### config.mk
export PLATFORM = sky130hd
export DESIGN_NAME = dqw_done_writer
export DESIGN_NICKNAME = d
export VERILOG_FILES = /design/src/hdl/dqw_pkg.sv /design/src/hdl/dqw_desc_fifo.sv /design/src/hdl/dqw_done_writer.sv
export SDC_FILE = /design/constraint.sdc
export NUM_CORES = 1
export LEC_CHECK = 0
export ABC_AREA = 1
export BUFFER_PORTS_ARGS = -buffer_cell sky130_fd_sc_hd__buf_4
export CAP_MARGIN = 15
export CORE_UTILIZATION = 45
export CTS_CLUSTER_DIAMETER = 60
export DETAILED_ROUTE_END_ITERATION = 16
export SETUP_SLACK_MARGIN = 0.1
export SYNTH_ARGS = -nofsm -noshare
export SYNTH_HDL_FRONTEND = slang
export SYNTH_SLANG_ARGS = --single-unit
### constraint.sdc
create_clock -name clk -period 6.3 [get_ports clk]
set_input_delay 0.63 -clock clk [delete_from_list [all_inputs] [get_ports clk]]
set_output_delay 0.63 -clock clk [all_outputs]
set_load 0.02 [all_outputs]
### src/hdl/dqw_pkg.sv
package dqw_pkg;

   // ---------------------------------------------------------------
   // Register byte offsets
   // ---------------------------------------------------------------
   localparam logic [11:0] OFS_MASTER_CFG = 12'h800;
   localparam logic [11:0] OFS_DMA_STATUS = 12'h804;
   localparam logic [11:0] OFS_IRQ_ENABLE = 12'h808;
   localparam logic [11:0] OFS_BASE_LOW   = 12'h830;
   localparam logic [11:0] OFS_BASE_HIGH  = 12'h834;
   localparam logic [11:0] OFS_END_OFFSET = 12'h838;
   localparam logic [11:0] OFS_HOST_RDPTR = 12'h83C;
   localparam logic [11:0] OFS_DMA_WRPTR  = 12'h840;
   localparam logic [11:0] OFS_FLUSH_TMR  = 12'h844;
   localparam logic [11:0] OFS_FIFO_CTRL  = 12'h880;

   // ---------------------------------------------------------------
   // Field positions
   // ---------------------------------------------------------------
   localparam int CFG_ACTIVATE_BIT = 0;
   localparam int CTRL_BURST_BIT   = 2;
   localparam int CTRL_FLUSH_BIT   = 3;
   localparam int CTRL_THR_LSB     = 8;
   localparam int STAT_WRITE_BIT   = 0;
   localparam int STAT_ERROR_BIT   = 1;
   localparam int DESC_CH_LSB      = 16;
   localparam int DESC_ST_LSB      = 26;

   // ---------------------------------------------------------------
   // Reset values, sizes and timing
   // ---------------------------------------------------------------
   localparam logic [15:0] RST_REG16    = 16'h0000;
   localparam logic [15:0] RST_TIMER    = 16'h0000;
   localparam logic [3:0]  FIFO_DEPTH   = 4'h8;
   localparam logic [3:0]  HIGH_WATER   = 4'h6;
   localparam int          TICK_DIV     = 256;
   localparam logic [7:0]  PRESCALE_TOP = 8'(TICK_DIV - 1);
   localparam logic [15:0] CODE_MAX     = 16'hFFFF;
   localparam logic [16:0] COUNT_MAX    = 17'h10000;

   // Final status codes carried in a completion word
   localparam logic [2:0] ST_PACKET_DONE = 3'h0;
   localparam logic [2:0] ST_FIRST_BUF   = 3'h1;
   localparam logic [2:0] ST_MIDDLE_BUF  = 3'h2;
   localparam logic [2:0] ST_LAST_BUF    = 3'h3;
   localparam logic [2:0] ST_PROV_ERR    = 3'h4;
   localparam logic [2:0] ST_DESC_ERR    = 3'h5;
   localparam logic [2:0] ST_BUS_ERR     = 3'h6;
   localparam logic [2:0] ST_UNDERFLOW   = 3'h7;

   typedef enum logic [1:0] {DQW_IDLE, DQW_LOAD, DQW_WRITE, DQW_DROP}
      dqw_state_t;

   // Free slots in the circular queue, one slot kept unused
   function automatic logic [16:0] dqw_free_slots(
      input logic [15:0] wp, input logic [15:0] rp,
      input logic [15:0] endOfs);
      logic [16:0] len;
      logic [16:0] used;
      len  = {1'b0, endOfs} + 17'h00001;
      used = (wp >= rp) ? {1'b0, wp} - {1'b0, rp}
                        : {1'b0, wp} + len - {1'b0, rp};
      return len - 17'h00001 - used;
   endfunction

   // Byte-lane merge of a 16-bit register
   function automatic logic [15:0] dqw_merge16(
      input logic [15:0] old, input logic [31:0] data,
      input logic [3:0] be);
      return {be[1] ? data[15:8] : old[15:8],
              be[0] ? data[7:0]  : old[7:0]};
   endfunction

endpackage

### src/hdl/dqw_desc_fifo.sv
`timescale 1ns/1ps

module dqw_desc_fifo
   import dqw_pkg::*;
(
   input  wire logic        clk,
   input  wire logic        srst,
   input  wire logic        inValid,
   output logic             inReady,
   input  wire logic [31:0] inData,
   output logic             outValid,
   input  wire logic        outReady,
   output logic [31:0]      outData,
   output logic [3:0]       count
);

   logic [31:0] mem [0:7];
   logic [2:0]  wrIdx;
   logic [2:0]  rdIdx;
   wire         doPush = inValid & inReady;
   wire         doPop  = outValid & outReady;

   // ----------------------------------------------------------------
   // Handshakes
   // ----------------------------------------------------------------
   assign inReady  = (count != FIFO_DEPTH);
   assign outValid = (count != 4'h0);
   assign outData  = mem[rdIdx];

   // Storage write
   always_ff @(posedge clk) begin
      if (doPush) begin
         mem[wrIdx] <= inData;
      end
   end

   // Pointers and occupancy
   always_ff @(posedge clk) begin
      if (srst) begin
         wrIdx <= 3'h0;
         rdIdx <= 3'h0;
         count <= 4'h0;
      end else begin
         if (doPush) wrIdx <= wrIdx + 3'h1;
         if (doPop)  rdIdx <= rdIdx + 3'h1;
         count <= count + 4'(doPush) - 4'(doPop);
      end
   end

endmodule // dqw_desc_fifo

### src/hdl/dqw_done_writer.sv
`timescale 1ns/1ps

module dqw_done_writer
   import dqw_pkg::*;
(
   input  wire logic        clk,
   input  wire logic        srst,
   input  wire logic [11:0] avAddress,
   input  wire logic        avRead,
   input  wire logic        avWrite,
   input  wire logic [31:0] avWriteData,
   input  wire logic [3:0]  avByteEnable,
   output logic [31:0]      avReadData,
   output logic             avWaitRequest,
   input  wire logic        descValid,
   output logic             descReady,
   input  wire logic [15:0] descOffset,
   input  wire logic [7:0]  descChannel,
   input  wire logic [2:0]  descStatus,
   output logic             memValid,
   input  wire logic        memReady,
   output logic [31:0]      memAddr,
   output logic [31:0]      memData,
   output logic             irq
);

   // ----------------------------------------------------------------
   // Register state
   // ----------------------------------------------------------------
   logic [15:0] baseLow;
   logic [15:0] baseHigh;
   logic [15:0] endOfs;
   logic [15:0] rdPtr;
   logic [15:0] wrPtr;
   logic [15:0] timerReload;
   logic        burstEn;
   logic        flushBit;
   logic [2:0]  thr;
   logic        activate;
   logic [1:0]  irqEn;
   logic        statWrite;
   logic        statError;
   logic        busAck;

   // Engine state
   dqw_state_t  state;
   logic [3:0]  remaining;
   logic [7:0]  wrCount;
   logic [7:0]  prescale;
   logic [16:0] timerCnt;

   // FIFO side
   logic        fifoValid;
   logic [31:0] fifoData;
   logic [3:0]  fifoCount;
   logic        fifoPop;

   // ----------------------------------------------------------------
   // Bus decode: one wait state, answer on the second cycle
   // ----------------------------------------------------------------
   wire busReq   = avRead | avWrite;
   wire wrStrobe = avWrite & busAck;
   wire wrBase0  = wrStrobe & (avAddress == OFS_BASE_LOW);
   wire wrBase1  = wrStrobe & (avAddress == OFS_BASE_HIGH);
   wire wrEnd    = wrStrobe & (avAddress == OFS_END_OFFSET);
   wire wrRdPtr  = wrStrobe & (avAddress == OFS_HOST_RDPTR);
   wire wrWrPtr  = wrStrobe & (avAddress == OFS_DMA_WRPTR);
   wire wrTimer  = wrStrobe & (avAddress == OFS_FLUSH_TMR);
   wire wrCtrl   = wrStrobe & (avAddress == OFS_FIFO_CTRL)
                 & avByteEnable[0];
   wire wrThr    = wrStrobe & (avAddress == OFS_FIFO_CTRL)
                 & avByteEnable[1];
   wire wrCfg    = wrStrobe & (avAddress == OFS_MASTER_CFG)
                 & avByteEnable[0];
   wire wrIrqEn  = wrStrobe & (avAddress == OFS_IRQ_ENABLE)
                 & avByteEnable[0];
   wire wrStat   = wrStrobe & (avAddress == OFS_DMA_STATUS)
                 & avByteEnable[0];

   assign avWaitRequest = busReq & ~busAck;

   // Read data selection, unmapped reads return zero
   logic [15:0] ctrlWord;
   logic [15:0] rdMux;
   assign ctrlWord = {5'h00, thr, 4'h0, flushBit, burstEn, 2'h0};
   assign rdMux =
      (avAddress == OFS_BASE_LOW)   ? baseLow :
      (avAddress == OFS_BASE_HIGH)  ? baseHigh :
      (avAddress == OFS_END_OFFSET) ? endOfs :
      (avAddress == OFS_HOST_RDPTR) ? rdPtr :
      (avAddress == OFS_DMA_WRPTR)  ? wrPtr :
      (avAddress == OFS_FLUSH_TMR)  ? timerReload :
      (avAddress == OFS_FIFO_CTRL)  ? ctrlWord :
      (avAddress == OFS_MASTER_CFG) ? {15'h0000, activate} :
      (avAddress == OFS_IRQ_ENABLE) ? {14'h0000, irqEn} :
      (avAddress == OFS_DMA_STATUS) ? {14'h0000, statError, statWrite} :
      16'h0000;

   // Bus answer and read capture
   always_ff @(posedge clk) begin
      if (srst) begin
         busAck     <= 1'b0;
         avReadData <= 32'h0000_0000;
      end else begin
         busAck <= busReq & ~busAck;
         if (avRead & ~busAck) avReadData <= {16'h0000, rdMux};
      end
   end

   // ----------------------------------------------------------------
   // Host-programmed registers
   // ----------------------------------------------------------------
   always_ff @(posedge clk) begin
      if (srst) begin
         baseLow     <= RST_REG16;
         baseHigh    <= RST_REG16;
         endOfs      <= RST_REG16;
         rdPtr       <= RST_REG16;
         timerReload <= RST_TIMER;
         burstEn     <= 1'b0;
         flushBit    <= 1'b0;
         thr         <= 3'h0;
         activate    <= 1'b0;
         irqEn       <= 2'h0;
      end else begin
         if (wrBase0) baseLow <= dqw_merge16(baseLow, avWriteData,
                                             avByteEnable);
         if (wrBase1) baseHigh <= dqw_merge16(baseHigh, avWriteData,
                                              avByteEnable);
         if (wrEnd) endOfs <= dqw_merge16(endOfs, avWriteData,
                                          avByteEnable);
         // Only the host moves the read pointer
         if (wrRdPtr) rdPtr <= dqw_merge16(rdPtr, avWriteData,
                                           avByteEnable);
         if (wrTimer) timerReload <= dqw_merge16(timerReload,
                                                 avWriteData,
                                                 avByteEnable);
         if (wrCtrl) begin
            burstEn  <= avWriteData[CTRL_BURST_BIT];
            flushBit <= avWriteData[CTRL_FLUSH_BIT];
         end
         if (wrThr) thr <= avWriteData[CTRL_THR_LSB +: 3];
         if (wrCfg) activate <= avWriteData[CFG_ACTIVATE_BIT];
         if (wrIrqEn) irqEn <= avWriteData[1:0];
      end
   end

   // ----------------------------------------------------------------
   // Descriptor FIFO
   // ----------------------------------------------------------------
   logic [31:0] descWord;
   assign descWord = {3'h0, descStatus, 2'h0, descChannel,
                      descOffset};

   dqw_desc_fifo u_fifo (
      .clk      (clk),
      .srst     (srst),
      .inValid  (descValid),
      .inReady  (descReady),
      .inData   (descWord),
      .outValid (fifoValid),
      .outReady (fifoPop),
      .outData  (fifoData),
      .count    (fifoCount)
   );

   // ----------------------------------------------------------------
   // Write decision
   // ----------------------------------------------------------------
   logic [16:0] room;
   logic [3:0]  want;
   logic [3:0]  grant;
   logic        timerExpired;
   logic        trigger;
   logic        accept;
   logic [31:0] targetAddr;
   logic [15:0] nextWrPtr;

   assign room = dqw_free_slots(wrPtr, rdPtr, endOfs);
   assign timerExpired = burstEn & (timerCnt == 17'h00000);
   assign trigger = activate & fifoValid
                  & (~burstEn | (fifoCount >= HIGH_WATER)
                     | flushBit | timerExpired);
   assign want  = burstEn ? fifoCount : 4'h1;
   assign grant = (room < {13'h0000, want}) ? room[3:0] : want;
   assign accept = memValid & memReady;
   assign targetAddr = {baseHigh, baseLow}
                     + {14'h0000, wrPtr, 2'b00};
   // Wrap when the advanced pointer passes the relative end
   assign nextWrPtr = (wrPtr >= endOfs) ? 16'h0000
                                        : wrPtr + 16'h0001;
   assign fifoPop = accept | (state == DQW_DROP);
   assign memValid = (state == DQW_WRITE);

   // Sequencer: plan, load one word, write it, repeat
   always_ff @(posedge clk) begin
      if (srst) begin
         state     <= DQW_IDLE;
         remaining <= 4'h0;
         memAddr   <= 32'h0000_0000;
         memData   <= 32'h0000_0000;
      end else begin
         case (state)
            DQW_IDLE: begin
               if (trigger) begin
                  if (room == 17'h00000) begin
                     remaining <= want;
                     state     <= DQW_DROP;
                  end else begin
                     remaining <= grant;
                     state     <= DQW_LOAD;
                  end
               end
            end
            DQW_LOAD: begin
               memAddr <= targetAddr;
               memData <= fifoData;
               state   <= DQW_WRITE;
            end
            DQW_WRITE: begin
               if (accept) begin
                  remaining <= remaining - 4'h1;
                  state <= (remaining == 4'h1) ? DQW_IDLE : DQW_LOAD;
               end
            end
            DQW_DROP: begin
               remaining <= remaining - 4'h1;
               if (remaining == 4'h1) state <= DQW_IDLE;
            end
            default: state <= DQW_IDLE;
         endcase
      end
   end

   // Device-owned write pointer; host may seed it while inactive
   always_ff @(posedge clk) begin
      if (srst) begin
         wrPtr <= RST_REG16;
      end else if (accept) begin
         wrPtr <= nextWrPtr;
      end else if (wrWrPtr & ~activate) begin
         wrPtr <= dqw_merge16(wrPtr, avWriteData, avByteEnable);
      end
   end

   // ----------------------------------------------------------------
   // Flush timer: 256-clock prescale, 16-bit reload
   // ----------------------------------------------------------------
   logic        tick;
   logic [16:0] reloadCount;
   assign tick = (prescale == PRESCALE_TOP);
   assign reloadCount = (timerReload == CODE_MAX) ? COUNT_MAX
                                                  : {1'b0, timerReload};

   always_ff @(posedge clk) begin
      if (srst) begin
         prescale <= 8'h00;
         timerCnt <= {1'b0, RST_TIMER};
      end else begin
         prescale <= prescale + 8'h01;
         if (accept | ~fifoValid | ~burstEn) begin
            timerCnt <= reloadCount;
         end else if (tick & (timerCnt != 17'h00000)) begin
            timerCnt <= timerCnt - 17'h00001;
         end
      end
   end

   // ----------------------------------------------------------------
   // Status flags: set beats clear, write one to clear
   // ----------------------------------------------------------------
   logic [8:0] nextCount;
   logic [8:0] thrTarget;
   logic       thrHit;
   logic       setError;
   assign nextCount = {1'b0, wrCount} + 9'h001;
   assign thrTarget = 9'h001 << thr;
   assign thrHit    = accept & (nextCount >= thrTarget);
   assign setError  = (state == DQW_IDLE) & trigger
                    & (room == 17'h00000);

   always_ff @(posedge clk) begin
      if (srst) begin
         wrCount   <= 8'h00;
         statWrite <= 1'b0;
         statError <= 1'b0;
      end else begin
         if (thrHit) wrCount <= 8'h00;
         else if (accept) wrCount <= nextCount[7:0];
         statWrite <= (statWrite & ~(wrStat & avWriteData[STAT_WRITE_BIT]))
                    | thrHit;
         statError <= (statError & ~(wrStat & avWriteData[STAT_ERROR_BIT]))
                    | setError;
      end
   end

   assign irq = (statWrite & irqEn[0]) | (statError & irqEn[1]);

   // ----------------------------------------------------------------
   // Assertions
   // ----------------------------------------------------------------
   property p_active_only;
      @(posedge clk) disable iff (srst) memValid |-> activate;
   endproperty
   a_active_only: assert property (p_active_only)
      else $error("queue write while inactive");

   property p_target;
      @(posedge clk) disable iff (srst)
         memValid |-> memAddr == {baseHigh, baseLow}
                                 + {14'h0000, wrPtr, 2'b00};
   endproperty
   a_target: assert property (p_target)
      else $error("queue address not base plus pointer");

   property p_wrap;
      @(posedge clk) disable iff (srst)
         accept && wrPtr >= endOfs |=> wrPtr == 16'h0000;
   endproperty
   a_wrap: assert property (p_wrap)
      else $error("write pointer did not wrap");

   property p_step;
      @(posedge clk) disable iff (srst)
         accept && wrPtr < endOfs |=> wrPtr == $past(wrPtr) + 16'h0001;
   endproperty
   a_step: assert property (p_step)
      else $error("write pointer did not step by one");

   property p_no_room;
      @(posedge clk) disable iff (srst)
         setError |=> statError ##1 !memValid [*2];
   endproperty
   a_no_room: assert property (p_no_room)
      else $error("overflow not flagged or write issued");

   property p_room_kept;
      @(posedge clk) disable iff (srst)
         memValid |-> room != 17'h00000;
   endproperty
   a_room_kept: assert property (p_room_kept)
      else $error("write into full queue");

   property p_thr_every;
      @(posedge clk) disable iff (srst)
         accept && thr == 3'h0 |=> statWrite;
   endproperty
   a_thr_every: assert property (p_thr_every)
      else $error("write flag missing at threshold zero");

   property p_hold_low;
      @(posedge clk) disable iff (srst)
         state == DQW_IDLE && burstEn && !flushBit && !timerExpired
         && fifoCount < HIGH_WATER |=> state != DQW_LOAD;
   endproperty
   a_hold_low: assert property (p_hold_low)
      else $error("burst started below high water");

   property p_reload;
      @(posedge clk) disable iff (srst)
         accept |=> timerCnt == $past(reloadCount);
   endproperty
   a_reload: assert property (p_reload)
      else $error("timer not reloaded on write");

   property p_single;
      @(posedge clk) disable iff (srst)
         !burstEn && state == DQW_IDLE && trigger && room != 17'h00000
         |=> remaining == 4'h1;
   endproperty
   a_single: assert property (p_single)
      else $error("unbuffered mode wrote more than one");

   c_burst: cover property (@(posedge clk) disable iff (srst)
      state == DQW_IDLE && trigger && burstEn && grant == HIGH_WATER);
   c_expire: cover property (@(posedge clk) disable iff (srst)
      state == DQW_IDLE && trigger && timerExpired);
   c_wrap: cover property (@(posedge clk) disable iff (srst)
      accept && wrPtr >= endOfs);
   c_error: cover property (@(posedge clk) disable iff (srst) setError);

endmodule // dqw_done_writer

**After elaboration in Yosys (flattened, before gate mapping)**

Memory sizes are Yosys's and may differ from the RTL's. A register that Yosys moved wholly into a read port is not among the register bits.
Cells that the tools add are included.

- Add/subtract/negate cells: 16
- Magnitude comparators: 5
- Equality and inequality tests: 20
- Shift-type cells: 1
- Multiplexer cells: 33
- Bitwise operators: 51
- Reduce and logical (&&, ||, !) cells: 25

Operator list:

| operator | count |
|---|---|
| 2-to-1 mux 16 bit | 9 |
| equality test 12 bit, second input constant | 10 |
| 2-to-1 mux 17 bit | 4 |
| bitwise AND 1 bit | 35 |
| zero test 17 bit | 2 |
| subtractor 17 x 1 -> 17 bit, second input constant | 2 |
| adder 32 x 18 -> 32 bit | 1 |
| >= comparator 16 bit | 2 |
| AND reduction 2 bit | 12 |
| 2-to-1 mux 4 bit | 5 |
| adder 16 x 1 -> 17 bit, second input constant | 1 |
| adder 16 x 17 -> 17 bit | 1 |
| < comparator 17 x 4 -> 1 bit | 1 |
| nonzero test 17 bit | 1 |
| subtractor 16 x 16 -> 17 bit | 1 |
| subtractor 17 x 16 -> 17 bit | 1 |
| subtractor 17 bit | 1 |
| adder 16 x 1 -> 16 bit, second input constant | 1 |
| equality test 16 bit, second input constant | 1 |
| 2-to-1 mux 8 bit | 2 |
| 2-to-1 mux 2 bit | 7 |
| case mux 4 bit (3 select lines) | 1 |
| 2-to-1 mux 11 bit | 1 |
| bitwise OR 1 bit | 10 |
| other kinds (25) | 39 |

- Bits in registers: 236
- Memory bits (writable): 216
- Bits of input ports: 81
- Output and inout port bits: 100
- Logic and storage cells: 183
- Memories: 1

Memory list:

| name | words | width | read ports | clocked after Yosys merged registers in | write ports | RTL line | text |
|---|---|---|---|---|---|---|---|
| u_fifo.mem | 8 | 27 | 1 | 1 | 1 | dqw_desc_fifo.sv:17 | `logic [31:0] mem [0:7];` |

**Logic depth before layout (Yosys ltp)**

- Word-level depth: 11
- Gate-level depth with buffers: 35
- Gate-level depth less buffers: 35

**By module**

Synthesis repeated with hierarchy kept, for this count alone.

- Cells, all modules: 3450
- Area total of the unflattened synthesis: 27221.1 µm²

Modules (own cells, without submodules):

| module | times used | cells each | area an instance (µm²) | seq. area each (µm²) |
|---|---|---|---|---|
| dqw_done_writer | 1 | 2249 | 15368.5 | 4524.3 |
| dqw_desc_fifo | 1 | 1201 | 11852.6 | 7947.6 |

**Worst setup path before layout**

No wires, ideal clock.

- Path type: register -> register
- Start: register endOfs[0]
- End: register remaining[0]
- Setup time: 0.066 ns
- Data arrival time: 4.677 ns
- Required time: 6.234 ns
- Path slack: 1.557 ns
- Cell stages (with the launch flop): 30
- Path buffers: 0
- Period minus slack after synthesis: 4.743 ns
- Path through: dfxtp_1 -> inv_1 -> nor3_1 -> nand3_1 -> nor2_1 -> nand4_1 -> nor3_1 -> xor2_1 -> inv_1 -> fa_1 -> ha_1 -> a21oi_1 -> nand2_1 -> nor2_1 -> inv_1 -> a21oi_1 -> a21oi_1 -> o21ai_0 -> nand2_1 -> ha_1 -> inv_1 -> nor3_1 -> nand3_1 -> nand2_1 -> xor2_1 -> nor3_4 -> nand3_2 -> nand2_1 -> nand3_1 -> a21oi_2

- Word-level cells in the longest chain between the ends: 10

Ends and longest elaborated chain:

| item | RTL line | text |
|---|---|---|
| start: declaration | dqw_done_writer.sv:32 | `logic [15:0] endOfs;` |
| start signal: assignment | dqw_done_writer.sv:130 | `if (wrEnd) endOfs <= dqw_merge16(endOfs, avWriteData,` |
| adder 16 x 1 -> 17 bit * | dqw_pkg.sv:60 | `len = {1'b0, endOfs} + 17'h00001;` |
| adder 16 x 17 -> 17 bit | dqw_pkg.sv:62 | `: {1'b0, wp} + len - {1'b0, rp};` |
| subtractor 17 x 16 -> 17 bit | dqw_pkg.sv:62 |  |
| 2-to-1 mux 17 bit | dqw_pkg.sv:61 | `used = (wp >= rp) ? {1'b0, wp} - {1'b0, rp}` |
| subtractor 17 bit * | dqw_pkg.sv:63 | `return len - 17'h00001 - used;` |
| < comparator 17 x 4 -> 1 bit | dqw_done_writer.sv:185 | `assign grant = (room < {13'h0000, want}) ? room[3:0] : want;` |
| 2-to-1 mux 4 bit | dqw_done_writer.sv:185 |  |
| 2-to-1 mux 4 bit * | dqw_done_writer.sv:206 | `if (room == 17'h00000) begin` |
| 2-to-1 mux 4 bit * | dqw_done_writer.sv:205 | `if (trigger) begin` |
| case mux 4 bit (3 select lines) * | dqw_done_writer.sv:203 | `case (state)` |
| end signal: assignment | dqw_done_writer.sv:207 | `remaining <= want;` |
| end signal: assignment | dqw_done_writer.sv:210 | `remaining <= grant;` |
| end signal: assignment | dqw_done_writer.sv:222 | `remaining <= remaining - 4'h1;` |
| end: declaration | dqw_done_writer.sv:47 | `logic [3:0] remaining;` |

Every way passes the cells marked *; elsewhere a longest branch is shown, timed or not. The select of a mux whose other input is x is not followed.
A chain may end at the register's enable or synchronous reset.

**Final worst setup path**

- Start: register endOfs[0]
- End: register remaining[3]

The elaborated chain is that of the path after synthesis.

==> impl_metrics.tcl <==
set metrics [dict create \
    first_pass_iters 5 \
    crit_path_max_fanout 8 \
    grt-ovfl-total 0 \
    p_seq_frac 0.483 \
    status "finished, final reports clean" \
    fmax_ghz 0.183 \
    clockBufferDepth 3 \
    ys.warnings.count 0 \
    yosysUniqueCellTypes 60 \
    drt_wl_total_um 74700 \
    area_growth_pct 14.0 \
    finalSetupViolCount 0 \
    drt_iter0_markers 1951 \
    p_sw_frac 0.234 \
    max_stage_delay_ns 0.44 \
    multi_input_area_um2 11200 \
    die-height_um 233 \
    gp_congestion 0.999 \
    cellInternalPower_mw 5.03 \
    ys_seq_area_frac 0.462 \
    yosysTopAreaCellShare 0.270 \
    drive_gt1_frac 0.107 \
    grt_pass1_wl_um 115000 \
    combPwrFrac 0.059 \
    insertion_delay_ns 0.62 \
    cp.required_ns 6.81 \
    grt_max_degree 99 \
    cp_slowest_cell "fa_1" \
    use_met1 0.359 \
    critPathKind "reg -> reg" \
    clkSinkCount 447 \
    yosys.area.top_type "edfxtp_1" \
    p_sw_mw 1.54 \
    hold_path.class "in -> reg" \
    dieWidth_um 233 \
    max-vdd-ir-drop_v 0.000254 \
    critPathLaunchType "register" \
    period_needed_ns 5.46 \
    track_usage 0.276 \
    io_pins 181 \
    cts_hold_buf 0 \
    clkPwrFrac 0.458 \
    dieArea_um2 54400 \
    wl_per_cell_um 20.0 \
    synth_edf_count 216 \
    drv_slew 0 \
    synth_area_um2 24100 \
    syn_avg_cell_area_um2 8.29 \
    synth_area_leaders "edfxtp_1, dfxtp_1, o21ai_0" \
    layout_commonest_cell "nand2_1" \
    finalCritPeriodShare 0.866 \
    cts-buffers-inserted 51 \
    slew_headroom 0.283 \
    drv_cap 0 \
    final_cell_mix "nand2_1, o21ai_0, inv_1" \
    path_buf_inv 5 \
    ys_seq_elements 447 \
    finalSetupTns_ns 0 \
    antenna_cells 0 \
    tightest_slew_ns 1.07 \
    via_count 20700 \
    dp_hpwl_um 52700 \
    portBuffers 141 \
    crit_family "simple AND/OR/NAND/NOR gates" \
    antenna_found_initial 0 \
    use_met3 0.0454 \
    viasPerCell 5.54 \
    hold_viol 0 \
    clock_skew_ns 0.0480 \
    htreeDepth 2 \
    synthArstFlopShare 0 \
    leakagePower_nw 11.2 \
    clockRootBuffer "clkbuf_16" \
    drc 0 \
    cts_tree "built" \
    grtUsageMet2 0.453 \
    layoutNonFillerInstCount 3745 \
    p_per_area_nw_per_um2 239 \
    ff_latch_area_um2 11100 \
    start_util 0.457 \
    core_um2 52700 \
    postRouteAntennaNets 0 \
    post-place-cells 3649 \
    gr-max-usage-layer "met2" \
    nFillCells 5000 \
    rsz0062_at_grt "no" \
    end_kind "register" \
    synthFlopType "dfxtp_1" \
    grt_pass1_vias 19900 \
    cp.arrival_ns 5.96 \
    num_rows 84 \
    synthCells 2902 \
    fin_nets 3224 \
    cts.clk_slew.worst_paths_ns 0.06 \
]
==> cell type report <==
cell class	instances	area share
multi-input combinational	1995	0.407
tap	688	0.0314
clock buffer	67	0.0509
inverter	353	0.0484
sequential	447	0.405
clock inverter	28	0.0113
timing repair buffer	167	0.0461
==> registers in the layout, indices dropped and copies added, names as in the netlist, 17 cells and up <==
register,flops
memData,27
memAddr,32
u_fifo.mem,216
timerCnt,17
==> power by group through the flow <==
stage / combinational, mW / sequential, mW / clock (mW)
final: 0.387 / 3.17 / 3.01
after global routing: 0.426 / 3.18 / 3.17
after CTS: 0.388 / 3.17 / 3.06
after detailed placement: 0.385 / 3.23 / 0
after global placement: 0.377 / 3.23 / 0
after floorplan: 0.217 / 3.23 / 0
==> per-stage QoR <==
step                      power [mW]  hold WS, ns   util  setup WS (ns)  cell area (um^2)
after floorplan                 3.45        0.418      -           1.56             24100
after global placement          3.61        0.427  0.488          0.751             25700
after detailed placement        3.62        0.438  0.488          0.700             25700
after CTS                       6.62        0.224  0.521          0.671             27400
after global routing            6.77        0.244  0.521          0.170             27400
final                           6.57        0.255  0.521          0.844             27400
==> synth_stat cells, types with 19 or more instances <==
library cell and count:
edfxtp_1 216, ha_1 108, o22ai_1 44, o21ai_0 340, nor3_1 45, o221ai_1 37, nand3_1 131, nand4_1 30
nor2_1 316, xor2_1 49, clkbuf_1 93, a21oi_1 247, nand2_1 413, buf_4 23, dfxtp_1 231, a31oi_1 19
fa_1 20, inv_1 338
==> what timing repair did <==
| action | 4_1_cts | 5_1_grt |
|---|---|---|
| endpoints found under the setup margin | 0 | 6 |
| gates resized for setup | 0 | 1 |
| buffers inserted | 0 | 1 |
| endpoints found under the hold margin | 0 | 0 |
==> worst reg2reg max path, delay by kind of cell, from the launching register on <==
kind	cells	cell delay [ns]
adder cells (fa/ha/maj)	3	1.19
XOR/XNOR	2	0.26
buffers and inverters	5	0.50
AO/OA/AOI/OAI	5	0.66
AND/OR/NAND/NOR	15	2.38
flip-flops	1	0.42
==> kinds of logic after synthesis <==
| logic type | Yosys count | synth area share |
|---|---|---|
| simple gates | 1002 | 0.181 |
| fa+ha+maj | 128 | 0.0728 |
| mux | 1 | 0.000416 |
| other cells | 1 | 0.000156 |
| buf+inv | 480 | 0.0788 |
| compound gates | 777 | 0.181 |
| flops | 447 | 0.462 |
| xor+xnor | 66 | 0.0240 |
==> worst paths after layout <==
path                                     from                to  slack [ns]  cells past startpoint
worst max-delay path                endOfs[0]      remaining[3]        0.84                     30
worst min-delay path            descOffset[0]  u_fifo.mem[7][0]        0.25                      1
worst max register to register      endOfs[0]      remaining[3]        0.84                     30
worst min register to register    prescale[0]       prescale[0]        0.45                      1
==> layer usage <==
layer / up-vias / share of wire
met5: - / 0
met4: 0 / 0.043
met3: 165 / 0.072
met2: 673 / 0.46
met1: 9734 / 0.42
li1: 10200 / -
Note: power is estimated with default switching activity, not from simulation.
